===== config.mk =====
export PLATFORM = sky130hd
export DESIGN_NAME = mic_intc
export DESIGN_NICKNAME = d
export VERILOG_FILES = /design/src/rtl/mic_pkg.sv /design/src/rtl/mic_edge_det.sv /design/src/rtl/mic_intc.sv /design/src/rtl/mic_prio_enc.sv
export SDC_FILE = /design/constraint.sdc
export NUM_CORES = 1
export LEC_CHECK = 0
export BUFFER_PORTS_ARGS = -buffer_cell sky130_fd_sc_hd__buf_4
export CORE_AREA = 3 3 140 142
export CTS_CLUSTER_DIAMETER = 30
export CTS_CLUSTER_SIZE = 25
export DETAILED_ROUTE_END_ITERATION = 12
export DIE_AREA = 0 0 143 145
export PLACE_DENSITY = 0.76
export SLEW_MARGIN = 15
export SYNTH_ARGS = -nofsm -noshare
export SYNTH_HDL_FRONTEND = slang
export SYNTH_SLANG_ARGS = --single-unit
export TNS_END_PERCENT = 1

===== constraint.sdc =====
create_clock -name core_clk -period 6.26 [get_ports core_clk]
set_clock_uncertainty 0.15 [all_clocks]
set_input_delay 0.626 -clock core_clk [delete_from_list [all_inputs] [get_ports core_clk]]
set_output_delay 0.626 -clock core_clk [all_outputs]
set_load 0.05 [all_outputs]

===== src/rtl/mic_pkg.sv =====
// Purpose: shared constants and types of the interrupt controller
// Assumes: one 200 MHz clock, registers reached over APB
// Notes: offsets are byte addresses, one 32-bit word per register
// Function
// wake pin falling edge sets its flag
// write 0 clears flag, 1 keeps
// acceptance leaves request flags set
// thirteen external sources, eight wake, five edge
// one group enable gates all wake requests
// all wake sources share vector nine
// per pin edge select, rising or falling
// configured edge pin sets its request flag
// each edge request has own enable
// edge requests use vectors four to eight
// edge pin zero highest, pin four lowest
// twenty internal requests, own flag and enable
// internal requests use vectors ten to twenty
// flag records request only while enabled
// highest priority pending wins, others wait
// accept only while global mask clear
// stack return address and condition codes
// acceptance sets the global mask bit
// fetch vector, then jump to handler
// entry phases take fixed state counts
// software clears only while masked
// clearing write delays conflicting acceptance
// sampled edge sets flag next cycle
package mic_pkg;
  localparam int NUM_WAKE = 8;               // wake pins
  localparam int NUM_EDGE = 5;               // edge-selectable pins
  localparam int NUM_INT  = 20;              // internal peripheral requests
  localparam int NUM_PRI  = NUM_EDGE + 1 + NUM_INT; // wake group is one slot
  // register byte offsets
  localparam logic [11:0] OFS_WAKE   = 12'h000; // wakeup_request_flags
  localparam logic [11:0] OFS_REQ1   = 12'h004; // request_register_one
  localparam logic [11:0] OFS_REQINT = 12'h008; // internal request flags
  localparam logic [11:0] OFS_EN1    = 12'h00c; // enable_register_one
  localparam logic [11:0] OFS_ENINT  = 12'h010; // internal enables
  localparam logic [11:0] OFS_EDGE   = 12'h014; // edge_select_register
  localparam logic [11:0] OFS_PMODE  = 12'h018; // pin modes, wake and edge
  localparam logic [11:0] OFS_CCR    = 12'h01c; // condition_code_register
  localparam logic [11:0] OFS_STAT   = 12'h020; // entry status, read only
  // field positions
  localparam int EN1_WAKE_BIT  = 5;          // wake_group_enable
  localparam int REQ1_RSV_BIT  = 5;          // reserved, reads one
  localparam int PMODE_EDGE_LO = 8;          // edge pin modes start here
  localparam int CCR_I_BIT     = 7;          // global mask bit
  // reset values
  localparam logic [7:0]  RST_WAKE  = 8'h00;
  localparam logic [7:0]  RST_CCR   = 8'h80; // masked out of reset
  localparam logic [15:0] RST_WORD  = 16'h0000;
  // vectors and priority slots
  localparam logic [4:0] VEC_EDGE_BASE = 5'h04;
  localparam logic [4:0] VEC_WAKE      = 5'h09;
  localparam logic [4:0] VEC_INT_BASE  = 5'h0a;
  localparam logic [4:0] VEC_INT_LAST  = 5'h14;
  localparam logic [4:0] PRI_WAKE      = 5'h05;
  localparam logic [4:0] PRI_INT_BASE  = 5'h06;
  localparam logic [4:0] PRI_LAST      = 5'h19;
  // entry timing, in cpu states; one state is one core_clk cycle
  localparam int STATE_NS     = 5;           // state time in ns
  localparam int CLK_MHZ      = 200;
  localparam int STATE_CYC    = (STATE_NS * CLK_MHZ + 999) / 1000;
  localparam int STACK_STATES = 4;
  localparam int VFETCH_STATES = 2;
  localparam int IFETCH_STATES = 4;
  localparam int INTPROC_STATES = 4;

  typedef enum logic [2:0] {
    ST_IDLE    = 3'b000,
    ST_WAIT    = 3'b001,
    ST_STACK   = 3'b010,
    ST_VFETCH  = 3'b011,
    ST_IFETCH  = 3'b100,
    ST_INTPROC = 3'b101
  } mic_state_e;

  typedef struct packed {
    logic        active;     // entry sequence running
    logic        stack_en;   // pushing return pc and ccr
    logic        vec_en;     // vector table read
    logic        handler_vld;// one-cycle jump pulse
    logic [4:0]  vector;     // accepted vector number
    logic [15:0] vec_addr;   // vector table byte address
    logic [15:0] ret_pc;     // stacked program_counter
    logic [7:0]  saved_ccr;  // stacked condition codes
    logic [15:0] handler;    // handler start address
  } mic_entry_s;

  // priority slot to vector number
  function automatic logic [4:0] mic_vec_of(input logic [4:0] idx);
    logic [4:0] off;
    off = 5'(idx - PRI_INT_BASE);
    if (idx < PRI_WAKE) mic_vec_of = 5'(idx + VEC_EDGE_BASE);
    else if (idx == PRI_WAKE) mic_vec_of = VEC_WAKE;
    else if (idx == PRI_LAST) mic_vec_of = VEC_INT_LAST;
    else mic_vec_of = 5'(VEC_INT_BASE + (off >> 1));
  endfunction
endpackage


===== src/rtl/mic_edge_det.sv =====
// Purpose: pin synchroniser and edge detector
// Assumes: pins are asynchronous to core_clk
// Notes: edge pulse is combinational on synchronised samples
`timescale 1ns/1ps
module mic_edge_det
  import mic_pkg::*;
#(
  parameter int N = 8
) (
  input  wire logic         core_clk,
  input  wire logic         sys_rst,
  input  wire logic [N-1:0] pin_n,
  input  wire logic [N-1:0] rise_sel,
  output logic      [N-1:0] edge_evt
);
  if (N < 1) begin : g_chk
    $error("mic_edge_det needs at least one pin");
  end
  logic [N-1:0] meta_q; // first stage, read by second only
  logic [N-1:0] sync_q; // safe sample
  logic [N-1:0] prev_q; // previous sample for comparison

  // pins idle high, so reset to ones avoids a false edge
  always_ff @(posedge core_clk or posedge sys_rst) begin
    if (sys_rst) begin
      meta_q <= '1;
      sync_q <= '1;
      prev_q <= '1;
    end else begin
      meta_q <= pin_n;
      sync_q <= meta_q;
      prev_q <= sync_q;
    end
  end

  // per pin edge choice
  for (genvar i = 0; i < N; i++) begin : g_pin
    assign edge_evt[i] = rise_sel[i] ? (sync_q[i] & ~prev_q[i])
                                     : (~sync_q[i] & prev_q[i]);
  end
endmodule


===== src/rtl/mic_intc.sv =====
// Purpose: interrupt controller with flags, priority and entry sequence
// Assumes: APB master on core_clk, cpu signals on core_clk
// Notes: pins pass two flip-flops before edge detection
`timescale 1ns/1ps
module mic_intc
  import mic_pkg::*;
#(
  parameter int N_WAKE = NUM_WAKE,
  parameter int N_EDGE = NUM_EDGE,
  parameter int N_INT  = NUM_INT
) (
  input  wire logic              core_clk,
  input  wire logic              sys_rst,
  input  wire logic              psel,
  input  wire logic              penable,
  input  wire logic              pwrite,
  input  wire logic [11:0]       paddr,
  input  wire logic [31:0]       pwdata,
  output logic      [31:0]       prdata,
  output logic                   pready,
  output logic                   pslverr,
  input  wire logic [N_WAKE-1:0] wake_pin_n,
  input  wire logic [N_EDGE-1:0] edge_request_pin_n,
  input  wire logic [N_INT-1:0]  periph_evt,
  input  wire logic              cpu_instr_done,
  input  wire logic [15:0]       cpu_pc,
  input  wire logic [15:0]       vec_rdata,
  output logic                   irq_mask,
  output mic_entry_s             entry
);
  // layout is fixed by the register map
  if (N_WAKE != NUM_WAKE || N_EDGE != NUM_EDGE || N_INT != NUM_INT)
  begin : g_chk
    $error("mic_intc source counts are fixed by the register map");
  end

  // register state
  logic [7:0]  wake_q;     // wakeup_request_flags
  logic [4:0]  edge_q;     // edge request flags
  logic [19:0] int_q;      // internal request flags
  logic [5:0]  en1_q;      // edge enables plus wake group
  logic [19:0] en_int_q;   // internal enables
  logic [4:0]  esel_q;     // edge_select_register
  logic [12:0] pmode_q;    // wake and edge pin modes
  logic [7:0]  ccr_q;      // condition_code_register
  logic [31:0] prdata_q;   // read data held for access phase

  // entry sequencer
  mic_state_e  state_q;
  logic [1:0]  cnt_q;      // cycles spent in a timed phase
  logic [4:0]  vec_q;      // accepted vector
  logic [15:0] ret_pc_q;
  logic [7:0]  sccr_q;
  logic [15:0] handler_q;
  logic        hvld_q;     // jump pulse

  // bus decode
  logic wr;
  logic rd_setup;
  logic hit_wake;
  logic hit_req1;
  logic hit_reqint;
  logic hit_en1;
  logic hit_enint;
  logic hit_edge;
  logic hit_pmode;
  logic hit_ccr;
  logic hit_stat;
  logic hit_any;

  assign hit_wake   = (paddr == OFS_WAKE);
  assign hit_req1   = (paddr == OFS_REQ1);
  assign hit_reqint = (paddr == OFS_REQINT);
  assign hit_en1    = (paddr == OFS_EN1);
  assign hit_enint  = (paddr == OFS_ENINT);
  assign hit_edge   = (paddr == OFS_EDGE);
  assign hit_pmode  = (paddr == OFS_PMODE);
  assign hit_ccr    = (paddr == OFS_CCR);
  assign hit_stat   = (paddr == OFS_STAT);
  assign hit_any    = hit_wake | hit_req1 | hit_reqint | hit_en1 | hit_enint
                    | hit_edge | hit_pmode | hit_ccr | hit_stat;
  assign wr         = psel & penable & pwrite & hit_any;
  assign rd_setup   = psel & ~penable & ~pwrite;

  // zero wait states; unmapped access answers with an error
  assign pready  = 1'b1;
  assign pslverr = psel & penable & ~hit_any;
  assign prdata  = prdata_q;

  // pin edge detection, wake pins fixed to falling edge
  logic [7:0] wake_evt;
  logic [4:0] edge_evt;

  mic_edge_det #(.N(N_WAKE)) u_wake_det (
    .core_clk (core_clk),
    .sys_rst  (sys_rst),
    .pin_n    (wake_pin_n),
    .rise_sel ('0),
    .edge_evt (wake_evt)
  );

  mic_edge_det #(.N(N_EDGE)) u_edge_det (
    .core_clk (core_clk),
    .sys_rst  (sys_rst),
    .pin_n    (edge_request_pin_n),
    .rise_sel (esel_q),
    .edge_evt (edge_evt)
  );

  // events that reach a flag: enable required, pin mode too for wake and edge pins
  logic [7:0]  wake_set;
  logic [4:0]  edge_set;
  logic [19:0] int_set;
  assign wake_set = wake_evt & pmode_q[7:0]
                  & {8{en1_q[EN1_WAKE_BIT]}};
  assign edge_set = edge_evt & pmode_q[12:PMODE_EDGE_LO]
                  & en1_q[4:0];
  assign int_set  = periph_evt & en_int_q;

  // sticky flags: write 0 clears, write 1 keeps, set beats clear
  always_ff @(posedge core_clk or posedge sys_rst) begin
    if (sys_rst) begin
      wake_q <= RST_WAKE;
      edge_q <= '0;
      int_q  <= '0;
    end else begin
      wake_q <= (wr && hit_wake ? wake_q & pwdata[7:0] : wake_q)
              | wake_set;
      edge_q <= (wr && hit_req1 ? edge_q & pwdata[4:0] : edge_q)
              | edge_set;
      int_q  <= (wr && hit_reqint ? int_q & pwdata[19:0] : int_q)
              | int_set;
    end
  end

  // plain configuration registers
  always_ff @(posedge core_clk or posedge sys_rst) begin
    if (sys_rst) begin
      en1_q    <= '0;
      en_int_q <= '0;
      esel_q   <= '0;
      pmode_q  <= '0;
    end else if (wr) begin
      if (hit_en1)   en1_q    <= pwdata[5:0];
      if (hit_enint) en_int_q <= pwdata[19:0];
      if (hit_edge)  esel_q   <= pwdata[4:0];
      if (hit_pmode) pmode_q  <= pwdata[12:0];
    end
  end

  // priority over enabled pending flags; wake group is one slot
  logic [NUM_PRI-1:0] pend;
  logic               pend_any;
  logic [4:0]         pend_idx;
  assign pend = {int_q & en_int_q,
                 (|wake_q) & en1_q[EN1_WAKE_BIT],
                 edge_q & en1_q[4:0]};

  mic_prio_enc #(.N(NUM_PRI)) u_prio (
    .req (pend),
    .any (pend_any),
    .idx (pend_idx)
  );

  // a clearing write in flight holds off acceptance until it lands
  logic conflict;
  logic accept;
  assign conflict = psel & pwrite
                  & (hit_wake | hit_req1 | hit_reqint | hit_en1 | hit_enint);
  assign accept   = (state_q == ST_IDLE) & pend_any
                  & ~ccr_q[CCR_I_BIT] & ~conflict;

  // mask bit: acceptance sets it and wins over a software write
  always_ff @(posedge core_clk or posedge sys_rst) begin
    if (sys_rst) begin
      ccr_q <= RST_CCR;
    end else if (accept) begin
      ccr_q[CCR_I_BIT] <= 1'b1;
    end else if (wr && hit_ccr) begin
      ccr_q <= pwdata[7:0];
    end
  end
  assign irq_mask = ccr_q[CCR_I_BIT];

  // phase length of timed states
  logic [1:0] last_cnt;
  always_comb begin
    case (state_q)
      ST_STACK:   last_cnt = 2'(STACK_STATES * STATE_CYC - 1);
      ST_VFETCH:  last_cnt = 2'(VFETCH_STATES * STATE_CYC - 1);
      ST_IFETCH:  last_cnt = 2'(IFETCH_STATES * STATE_CYC - 1);
      ST_INTPROC: last_cnt = 2'(INTPROC_STATES * STATE_CYC - 1);
      default:    last_cnt = 2'h0;
    endcase
  end

  // entry sequence; flags stay untouched all the way through
  always_ff @(posedge core_clk or posedge sys_rst) begin
    if (sys_rst) begin
      state_q <= ST_IDLE;
      cnt_q   <= 2'h0;
    end else begin
      case (state_q)
        ST_IDLE: begin
          if (accept) state_q <= ST_WAIT;
        end
        ST_WAIT: begin
          // cpu finishes the current instruction first
          if (cpu_instr_done) state_q <= ST_STACK;
        end
        ST_STACK, ST_VFETCH, ST_IFETCH, ST_INTPROC: begin
          if (cnt_q == last_cnt) begin
            cnt_q <= 2'h0;
            case (state_q)
              ST_STACK:  state_q <= ST_VFETCH;
              ST_VFETCH: state_q <= ST_IFETCH;
              ST_IFETCH: state_q <= ST_INTPROC;
              default:   state_q <= ST_IDLE;
            endcase
          end else begin
            cnt_q <= 2'(cnt_q + 2'h1);
          end
        end
        default: begin
          state_q <= ST_IDLE;
          cnt_q   <= 2'h0;
        end
      endcase
    end
  end

  // captured entry data
  always_ff @(posedge core_clk or posedge sys_rst) begin
    if (sys_rst) begin
      vec_q     <= 5'h00;
      ret_pc_q  <= RST_WORD;
      sccr_q    <= 8'h00;
      handler_q <= RST_WORD;
      hvld_q    <= 1'b0;
    end else begin
      hvld_q <= 1'b0;
      if (accept) begin
        vec_q  <= mic_vec_of(pend_idx);
        sccr_q <= ccr_q;                          // pre-mask value
      end
      if (state_q == ST_WAIT && cpu_instr_done)
        ret_pc_q <= cpu_pc;
      if (state_q == ST_VFETCH && cnt_q == last_cnt) begin
        handler_q <= vec_rdata;
        hvld_q    <= 1'b1;
      end
    end
  end

  // word vectors: byte address is twice the vector number
  always_comb begin
    entry             = '0;
    entry.active      = (state_q != ST_IDLE);
    entry.stack_en    = (state_q == ST_STACK);
    entry.vec_en      = (state_q == ST_VFETCH);
    entry.handler_vld = hvld_q;
    entry.vector      = vec_q;
    entry.vec_addr    = {10'h000, vec_q, 1'b0};
    entry.ret_pc      = ret_pc_q;
    entry.saved_ccr   = sccr_q;
    entry.handler     = handler_q;
  end

  // read data captured in the setup cycle, reserved bit reads one
  always_ff @(posedge core_clk or posedge sys_rst) begin
    if (sys_rst) begin
      prdata_q <= 32'h0000_0000;
    end else if (rd_setup) begin
      prdata_q <= 32'h0000_0000;
      if (hit_wake)   prdata_q[7:0]  <= wake_q;
      if (hit_req1)   prdata_q[7:0]  <= {2'b00, 1'b1, edge_q};
      if (hit_reqint) prdata_q[19:0] <= int_q;
      if (hit_en1)    prdata_q[5:0]  <= en1_q;
      if (hit_enint)  prdata_q[19:0] <= en_int_q;
      if (hit_edge)   prdata_q[4:0]  <= esel_q;
      if (hit_pmode)  prdata_q[12:0] <= pmode_q;
      if (hit_ccr)    prdata_q[7:0]  <= ccr_q;
      if (hit_stat)   prdata_q[8:0]  <= {entry.active, state_q, vec_q[4:0]};
    end
  end

  // checks
  property p_wake_set;
    @(posedge core_clk) disable iff (sys_rst)
    (|wake_set) |=> ((wake_q & $past(wake_set)) == $past(wake_set));
  endproperty
  a_wake_set: assert property (p_wake_set)
    else $error("wake flag missed its edge");

  property p_clear_only_write;
    @(posedge core_clk) disable iff (sys_rst)
    (|($past(wake_q) & ~wake_q)) |-> $past(wr && hit_wake && pwdata[7:0] != 8'hff);
  endproperty
  a_clear_only_write: assert property (p_clear_only_write)
    else $error("wake flag fell without a clearing write");

  property p_sticky_accept;
    @(posedge core_clk) disable iff (sys_rst)
    (accept && !wr) |=> ((edge_q & $past(edge_q)) == $past(edge_q))
                        && ((int_q & $past(int_q)) == $past(int_q))
                        && ((wake_q & $past(wake_q)) == $past(wake_q));
  endproperty
  a_sticky_accept: assert property (p_sticky_accept)
    else $error("acceptance cleared a flag");

  property p_accept_unmasked;
    @(posedge core_clk) disable iff (sys_rst)
    accept |-> !irq_mask ##1 irq_mask;
  endproperty
  a_accept_unmasked: assert property (p_accept_unmasked)
    else $error("accept with mask set or mask not raised");

  property p_mask_holds;
    @(posedge core_clk) disable iff (sys_rst)
    accept |=> irq_mask && state_q == ST_WAIT;
  endproperty
  a_mask_holds: assert property (p_mask_holds)
    else $error("mask bit not set on acceptance");

  property p_edge0_first;
    @(posedge core_clk) disable iff (sys_rst)
    (accept && pend[0]) |=> vec_q == VEC_EDGE_BASE;
  endproperty
  a_edge0_first: assert property (p_edge0_first)
    else $error("edge pin zero lost priority");

  property p_wake_vector;
    @(posedge core_clk) disable iff (sys_rst)
    (accept && pend_idx == PRI_WAKE) |=> vec_q == VEC_WAKE;
  endproperty
  a_wake_vector: assert property (p_wake_vector)
    else $error("wake vector wrong");

  property p_conflict_holds;
    @(posedge core_clk) disable iff (sys_rst)
    (conflict && state_q == ST_IDLE) |=> state_q == ST_IDLE;
  endproperty
  a_conflict_holds: assert property (p_conflict_holds)
    else $error("accepted during a clearing write");

  property p_entry_timing;
    @(posedge core_clk) disable iff (sys_rst)
    (state_q == ST_WAIT && cpu_instr_done) |=>
      (state_q == ST_STACK)[*4] ##1 (state_q == ST_VFETCH)[*2]
      ##1 (state_q == ST_IFETCH)[*4] ##1 (state_q == ST_INTPROC)[*4]
      ##1 (state_q == ST_IDLE);
  endproperty
  a_entry_timing: assert property (p_entry_timing)
    else $error("entry phase lengths wrong");

  property p_handler_jump;
    @(posedge core_clk) disable iff (sys_rst)
    (state_q == ST_VFETCH && cnt_q == 2'h1) |=>
      hvld_q && handler_q == $past(vec_rdata) && state_q == ST_IFETCH;
  endproperty
  a_handler_jump: assert property (p_handler_jump)
    else $error("handler address not taken at vector fetch end");
endmodule


===== src/rtl/mic_prio_enc.sv =====
// Purpose: fixed priority picker, slot zero highest
// Assumes: requests already gated by enables
// Notes: purely combinational
`timescale 1ns/1ps
module mic_prio_enc
  import mic_pkg::*;
#(
  parameter int N = NUM_PRI
) (
  input  wire logic [N-1:0] req,
  output logic              any,
  output logic [4:0]        idx
);
  if (N > 32 || N < 1) begin : g_chk
    $error("mic_prio_enc supports 1 to 32 slots");
  end
  // scan from lowest priority up so the lowest slot wins
  always_comb begin
    any = 1'b0;
    idx = 5'h00;
    for (int i = N - 1; i >= 0; i--) begin
      if (req[i]) begin
        any = 1'b1;
        idx = 5'(i);
      end
    end
  end
endmodule


Word-level counts from Yosys, hierarchy flattened
Cells that the tools add are included.
{ "classes": {"add_sub_neg": 4, "n_lt_le_gt_ge": 1, "eq_ne": 19, "muxes": 83, "bitwise_logic": 75, "reduce_logical": 20} }
{ "op_table": {"columns": ["operator", "n"], "rows": [
  ["5-bit two-way mux", 31],
  ["20-bit AND", 3],
  ["20-bit two-way mux", 3],
  ["12-bit by 5-bit == test with 1-bit output, second input constant", 4],
  ["8-bit two-way mux", 5],
  ["1-bit two-way mux", 33],
  ["1-bit AND", 30],
  ["8-bit AND", 3],
  ["12-bit by 4-bit == test with 1-bit output, second input constant", 2],
  ["1-bit NOT", 24],
  ["5-bit AND", 4],
  ["20-bit OR", 1],
  ["3-bit case mux with 3 select lines", 2],
  ["13-bit two-way mux", 1],
  ["12-bit by 3-bit == test with 1-bit output, second input constant", 1],
  ["12-bit by 6-bit == test with 1-bit output, second input constant", 1],
  ["12-bit logical NOT", 1],
  ["2-bit AND reduction", 5],
  ["3-bit two-way mux", 3],
  ["9-bit two-way mux", 1],
  ["1-bit OR", 8],
  ["8-bit OR", 1],
  ["2-bit case mux with 2 select lines", 2],
  ["8-bit OR reduction", 1],
  ["23 further kinds", 32]
]} }
{ "totals": {"reg_bits": 195, "input_bits": 115, "output_inout_bits": 100, "word_cells": 225} }

Depth between registers and ports, before layout
{ "logic_depth": {"depth_word": 32, "depth_mapped": 12} }

Hierarchy
A second synthesis with hierarchy kept.
{ "unflattened": {"hier_cells": 865, "area_unflattened_um2": 9537.9} }
{ "by_module_without_submodules": {"columns": ["mod", "n_inst", "cells_each", "area_per_inst_um2", "seq_area_each_um2"], "rows": [
  ["mic_intc", 1, 729, 7907.6, 3905.0],
  ["mic_edge_det (u_wake_det)", 1, 49, 814.5, 630.6],
  ["mic_edge_det (u_edge_det)", 1, 31, 510.5, 394.1],
  ["mic_prio_enc", 1, 56, 305.3, 0.0]
]} }

Worst setup path before layout
OpenSTA, ideal clock, no wires.
{ "synth_timing": {"kind": "reg2reg", "start": "register state_q[1]", "end": "register handler_q[0]", "setup_ns": 0.125, "arrival_ns": 3.064, "required_ns": 5.985, "path_slack_ns": 2.921, "stages_incl_launch_ff": 8, "path_buffers": 3, "period_less_slack_ns": 3.339, "cell_sequence": "dfrtp_1 -> clkbuf_1 -> inv_1 -> nor3b_1 -> and3b_1 -> buf_2 -> buf_1 -> mux2_2"} }
{ "synth_rtl": {"columns": ["element", "line", "rtl"], "rows": [
  ["from (decl)", "mic_intc.sv:49", "mic_state_e state_q;"],
  ["from (signal assigned)", "mic_intc.sv:200", "state_q <= ST_IDLE;"],
  ["from (signal assigned)", "mic_intc.sv:205", "if (accept) state_q <= ST_WAIT;"],
  ["from (signal assigned)", "mic_intc.sv:209", "if (cpu_instr_done) state_q <= ST_STACK;"],
  ["to (signal assigned)", "mic_intc.sv:249", "handler_q <= vec_rdata;"],
  ["to (decl)", "mic_intc.sv:54", "logic [15:0] handler_q;"]
]} }

Worst setup path in the final report
{ "layout_timing": {"start": "register en_int_q[11]", "end": "register vec_q[4]"} }
{ "layout_via": {"elab_chain_cells": 24, "word_cells_on_any_way": 49} }
{ "layout_rtl": {"columns": ["element", "line", "rtl"], "rows": [
  ["from (decl)", "mic_intc.sv:42", "logic [19:0] en_int_q;"],
  ["from (signal assigned)", "mic_intc.sv:145", "if (hit_enint) en_int_q <= pwdata[19:0];"],
  ["20-bit AND (*)", "mic_intc.sv:155", "assign pend = {int_q & en_int_q,"],
  ["5-bit two-way mux (18 in a row)", "mic_prio_enc.sv:22", "if (req[i]) begin"],
  ["5-bit by 3-bit subtractor with 5-bit output", "mic_pkg.sv:93", "off = 5'(idx - PRI_INT_BASE);"],
  ["4-bit by 4-bit adder with 5-bit output", "mic_pkg.sv:97", "else mic_vec_of = 5'(VEC_INT_BASE + (off >> 1));"],
  ["5-bit two-way mux", "mic_pkg.sv:96", "else if (idx == PRI_LAST) mic_vec_of = VEC_INT_LAST;"],
  ["5-bit two-way mux", "mic_pkg.sv:95", "else if (idx == PRI_WAKE) mic_vec_of = VEC_WAKE;"],
  ["5-bit two-way mux", "mic_pkg.sv:94", "if (idx < PRI_WAKE) mic_vec_of = 5'(idx + VEC_EDGE_BASE);"],
  ["to (signal assigned)", "mic_intc.sv:243", "vec_q <= mic_vec_of(pend_idx);"],
  ["to (decl)", "mic_intc.sv:51", "logic [4:0] vec_q;"]
]} }
Mark *: on every way between the ends. The rest lies on a longest branch, timed or not.
A chain may end at the register's enable or synchronous reset.

==> results.md <==
Clocking:
- The number of hold buffers added after cts is 0.
- At the later pin of the worst-skew pair, clock insertion delay measures around 0.44 ns.
- The count of cells resized by post-cts repair is 0.
- The clock passes through at most 2 buffers.
- In this run the number of H-tree levels came out at 4.
- TritonCTS built the clock tree.
- The clock slew seen by the registers of the worst setup and hold paths is 0.07 ns.
- The clock sink count is approximately 200.
- Buffers inserted during clock tree synthesis total 17.
- The clock root buffer is clkbuf_16.
- Post-CTS timing repair inserted 0 buffers for setup.

Timing:
- The max-slew headroom at the worst pin is a little over a quarter.
- The final hold violation count is 0.
- The highest attainable clock frequency is approximately 270 MHz.
- Setup repair after global routing left no endpoint under its margin.
- The share of the clock period used by the worst path after layout is around three fifths.
- The setup TNS is 0 ns.
- At the pin with the least slew margin, the transition time is 1.09 ns.
- After layout, the minimum clock period comes to approximately 3.8 ns.
- The max-slew violation total from the final report is 0.
- Setup violations remaining at the end of the flow were counted as 0.

Pwr:
- The static leakage power is approximately 5.1 nW.
- The worst-case IR drop observed on VDD is ~200 uV.
- Power spread over the standard cell area amounts to approximately 340 nW/um^2.

Hold path:
- The number of instances on the worst hold path is 1.
- In this run the most critical hold path is launched from wake_pin_n[1].
- The path class of the tightest hold or removal check is input port to flop.
- The path with the worst hold slack has its endpoint at u_wake_det.meta_q[1].

Worst setup path:
- The startpoint identified for the worst register-to-register timing path is en_int_q[11].
- STA classifies the critical path startpoint as a flop.
- Traced cell by cell, the critical path runs through a22oi_1, nand3_1, o211ai_1, nand3_1, a41oi_1, ha_1, nor2_1, a2bb2oi_2, a21oi_1, a311o_1, o32a_1.
- The critical path class is flop to flop.
- The most numerous cell type found on the critical path is nand3_1.
- At the worst endpoint, the required time is ~6.4 ns.
- The worst setup path is captured at a flop.
- The endpoint of the lowest-slack register-to-register path is vec_q[4].
- In this design, the stage delay of the slowest critical-path cell is roughly 0.63 ns.
- The setup slack of the worst register-to-register path is ~2.5 ns.
- The cell with the largest stage delay on the worst path is a41oi_1.
- Of all nets on the critical path, the largest fanout is 6.
- Grouping stages by cell kind, the critical path spends the most delay in compound AO/OA/AOI/OAI gates.
- Data on the critical path arrives at its endpoint at roughly 4 ns.
- The number of cell instances on the worst register-to-register path is 11.
- Counting both buffers and inverters, the worst setup path holds a total of 0.

Finish:
- The area growth from synthesis to final layout is 22.7%.
- The final instance count without filler cells is roughly 1200.
- The post-route core utilization is about three fifths.
- At the end of the flow, the number of nets in the layout was 1077.
- With fillers left out, the area of the finished cells amounts to around 11000 um^2.
- Cells with a size suffix above 1 make up a little under two fifths of the layout.

Route:
- The number of antenna-violating nets in the routed design is 0.
- After detailed routing, the number of vias per cell comes to between 5 and 6.
- Wires add up to 22900 um.
- The pre-antenna-repair detailed-routing pass consisted of 5 iterations.
- For this block, the initial DRC count from the detailed router was 626.
- The DRC violation count after routing is 0.
- The routed wirelength normalized by instance count is about 19 um.
- Across all layers, the routed design uses between 6000 and 7000 vias.

Synth:
- The basic-gate share of the synthesized area counting and, or, nand and nor cells is 13.0%.
- The portion of netlist area occupied by mux cells is a little under an eighth.
- Of the total synthesized cell area, the portion taken by full adders, half adders and majority gates is less than 1%.
- The xor and xnor area share after synthesis is less than 1%.
- In the synthesized netlist the dominant register cell turns out to be dfrtp_1.
- By area, the combinational part of the netlist is dominated by compound AO/OA/AOI/OAI gates.
- The netlist area before placement is a little under 9000 um^2.
- The number of warnings reported in the yosys synthesis log is 0.
- The share of the Yosys chip area taken by registers is between 50% and 60%.
- The share of flip-flops with an asynchronous set or reset after synthesis is 100%.
- In this run, synthesis inferred 0 flip-flops with an integrated enable.
- The mean area per synthesized cell is 11.3 um^2.
- Counting flops and latches in the post-synthesis netlist gives between 150 and 200.
- The compound-cell area share of the yosys netlist is approximately 14%.
- The gate count of the mapped netlist is between 700 and 800.
- The count of unique library cells instantiated by Yosys is 74.

Die:
- The floorplan step set the die height to around 150 um.
- For this design the top-level I/O count stands at approximately 220.
- The initial utilization of the core area, before any placement, comes to 48.1%.
- The floorplan step defined a core boundary enclosing approximately 19000 um^2.
- After floorplanning, the core was divided into 50 placement rows.
- The die covers 20700 um^2.
- The die span in x is approximately 140 um.

Global route:
- The overall track demand over capacity in global routing is 22.1%.
- The via count of the first global-routing pass is 6906.
- Entering global routing, the biggest net connects between 100 and 150 pins.
- The final global-route overflow total is 0.
- The wire length of the first global-routing pass is 36400 um.
- The initial antenna violation count is 1.

Placed design:
- The global placer's final weighted congestion is ~1.0.
- Detailed placement finished with a half-perimeter wire length of ~17000 um.
- The total placed instance area is between 10000 and 15000 um^2.
- The number of buffers added on ports is between 150 and 200.
- The instance count after placement with tap cells included is about 1200.

Status:
- The flow ran to the end, and the final reports show no timing, DRC or antenna violations.

Flow run:
- The number of max-cap violations is 0.
[cells in the final DEF, fill, tap and decap left out, types with 8 or more instances in the layout]
cell type and instances:
inv_1 13, mux2_2 81, a21oi_1 20, dfstp_2 40, a222oi_1 8, conb_1 24, o21ai_0 55, a22oi_1 20
clkbuf_16 19, nand4b_1 8, nand2_1 112, dfrtp_1 155, a221oi_1 13, nor2_1 46, nand3_1 17, buf_4 183
[how the worst max path moves through the flow]
stage / from / end / slack [ns] / depth (start not counted)
5_1_grt: en_int_q[13] / vec_q[4] / 2.26 / 11
6_report: en_int_q[11] / vec_q[4] / 2.51 / 11
3_5_place_dp: paddr[7] / pmode_q[1] / 2.59 / 8
4_1_cts: en_int_q[11] / vec_q[4] / 2.54 / 11
2_1_floorplan: sys_rst / ccr_q[0] / 0.24 / 1
3_3_place_gp: en_int_q[11] / vec_q[4] / 2.60 / 11
[final cells by class]
type | count | area (um^2)
Sequential cell | 195 | 4930
Antenna cell | 1 | 2.50
Multi-Input combinational cell | 545 | 3720
Clock inverter | 13 | 128
Inverter | 14 | 60.1
Timing Repair Buffer | 183 | 1370
Clock buffer | 19 | 475
Tap cell | 234 | 293
Fill cell | 1545 | 7600
[cell usage after synthesis, drive strengths merged (3+ instances only)]
cell	number	area share, %
a21oi	20	1.1
inv	14	0.59
a22o	6	0.59
o21ai	57	3.3
nand4	3	0.21
a32oi	4	0.39
and2	9	0.66
or4	3	0.34
nor3b	3	0.25
ha	6	0.84
nand2	113	4.8
clkbuf	19	0.80
a222oi	8	0.90
nor2b	4	0.28
buf	39	3.0
o221ai	6	0.59
a221oi	13	1.3
a211oi	4	0.34
or2	4	0.28
nand3	17	0.95
nor4	7	0.87
a21o	5	0.42
nor3	7	0.63
xnor2	3	0.29
a31oi	6	0.59
dfrtp	155	43
or3	4	0.28
a22oi	20	1.7
nand4b	8	0.78
mux2	90	12
dfstp	40	12
nor2	46	1.9
mux2i	3	0.34
and3	6	0.42
o211ai	5	0.42
o22ai	7	0.49
[through the flow]
| step | worst slack (ns) | power [mW] | hold slack [ns] |
|---|---|---|---|
| floorplan | 0.238 | 2.32 | 0.195 |
| global placement | 2.60 | 2.63 | 0.195 |
| detailed placement | 2.59 | 2.65 | 0.197 |
| CTS | 2.54 | 3.76 | 0.126 |
| global route | 2.26 | 3.87 | 0.127 |
| finish | 2.51 | 3.72 | 0.142 |
[flip-flops by register name (all words and copies together) (netlist names), 13 cells and up]
signal     cells
en_int_q      20
int_q         20
prdata        20
handler_q     16
ret_pc_q      16
pmode_q       13
[cells by family after synthesis]
kind of cell / after synthesis
AO/OA/AOI/OAI: 179
flip-flops: 195
multiplexers: 93
XOR/XNOR: 5
buffers and inverters: 72
adder cells (fa/ha/maj): 6
AND/OR/NAND/NOR: 238
other: 2
[where the power goes]
| group | leakage (nW) | switching, mW | internal, mW |
|---|---|---|---|
| logic | 2.35 | 0.732 | 0.376 |
| registers | 2.42 | 0.101 | 1.42 |
| clock network | 0.300 | 0.514 | 0.578 |
[metal layers]
layer | wire, um | global-route usage (%)
met1 | 9200 | 29.2
met2 | 11300 | 35.7
met3 | 1880 | 5.34
met4 | 511 | 7.46
met5 | 0 | 0
No activity file was read; power rests on OpenSTA's default activity.
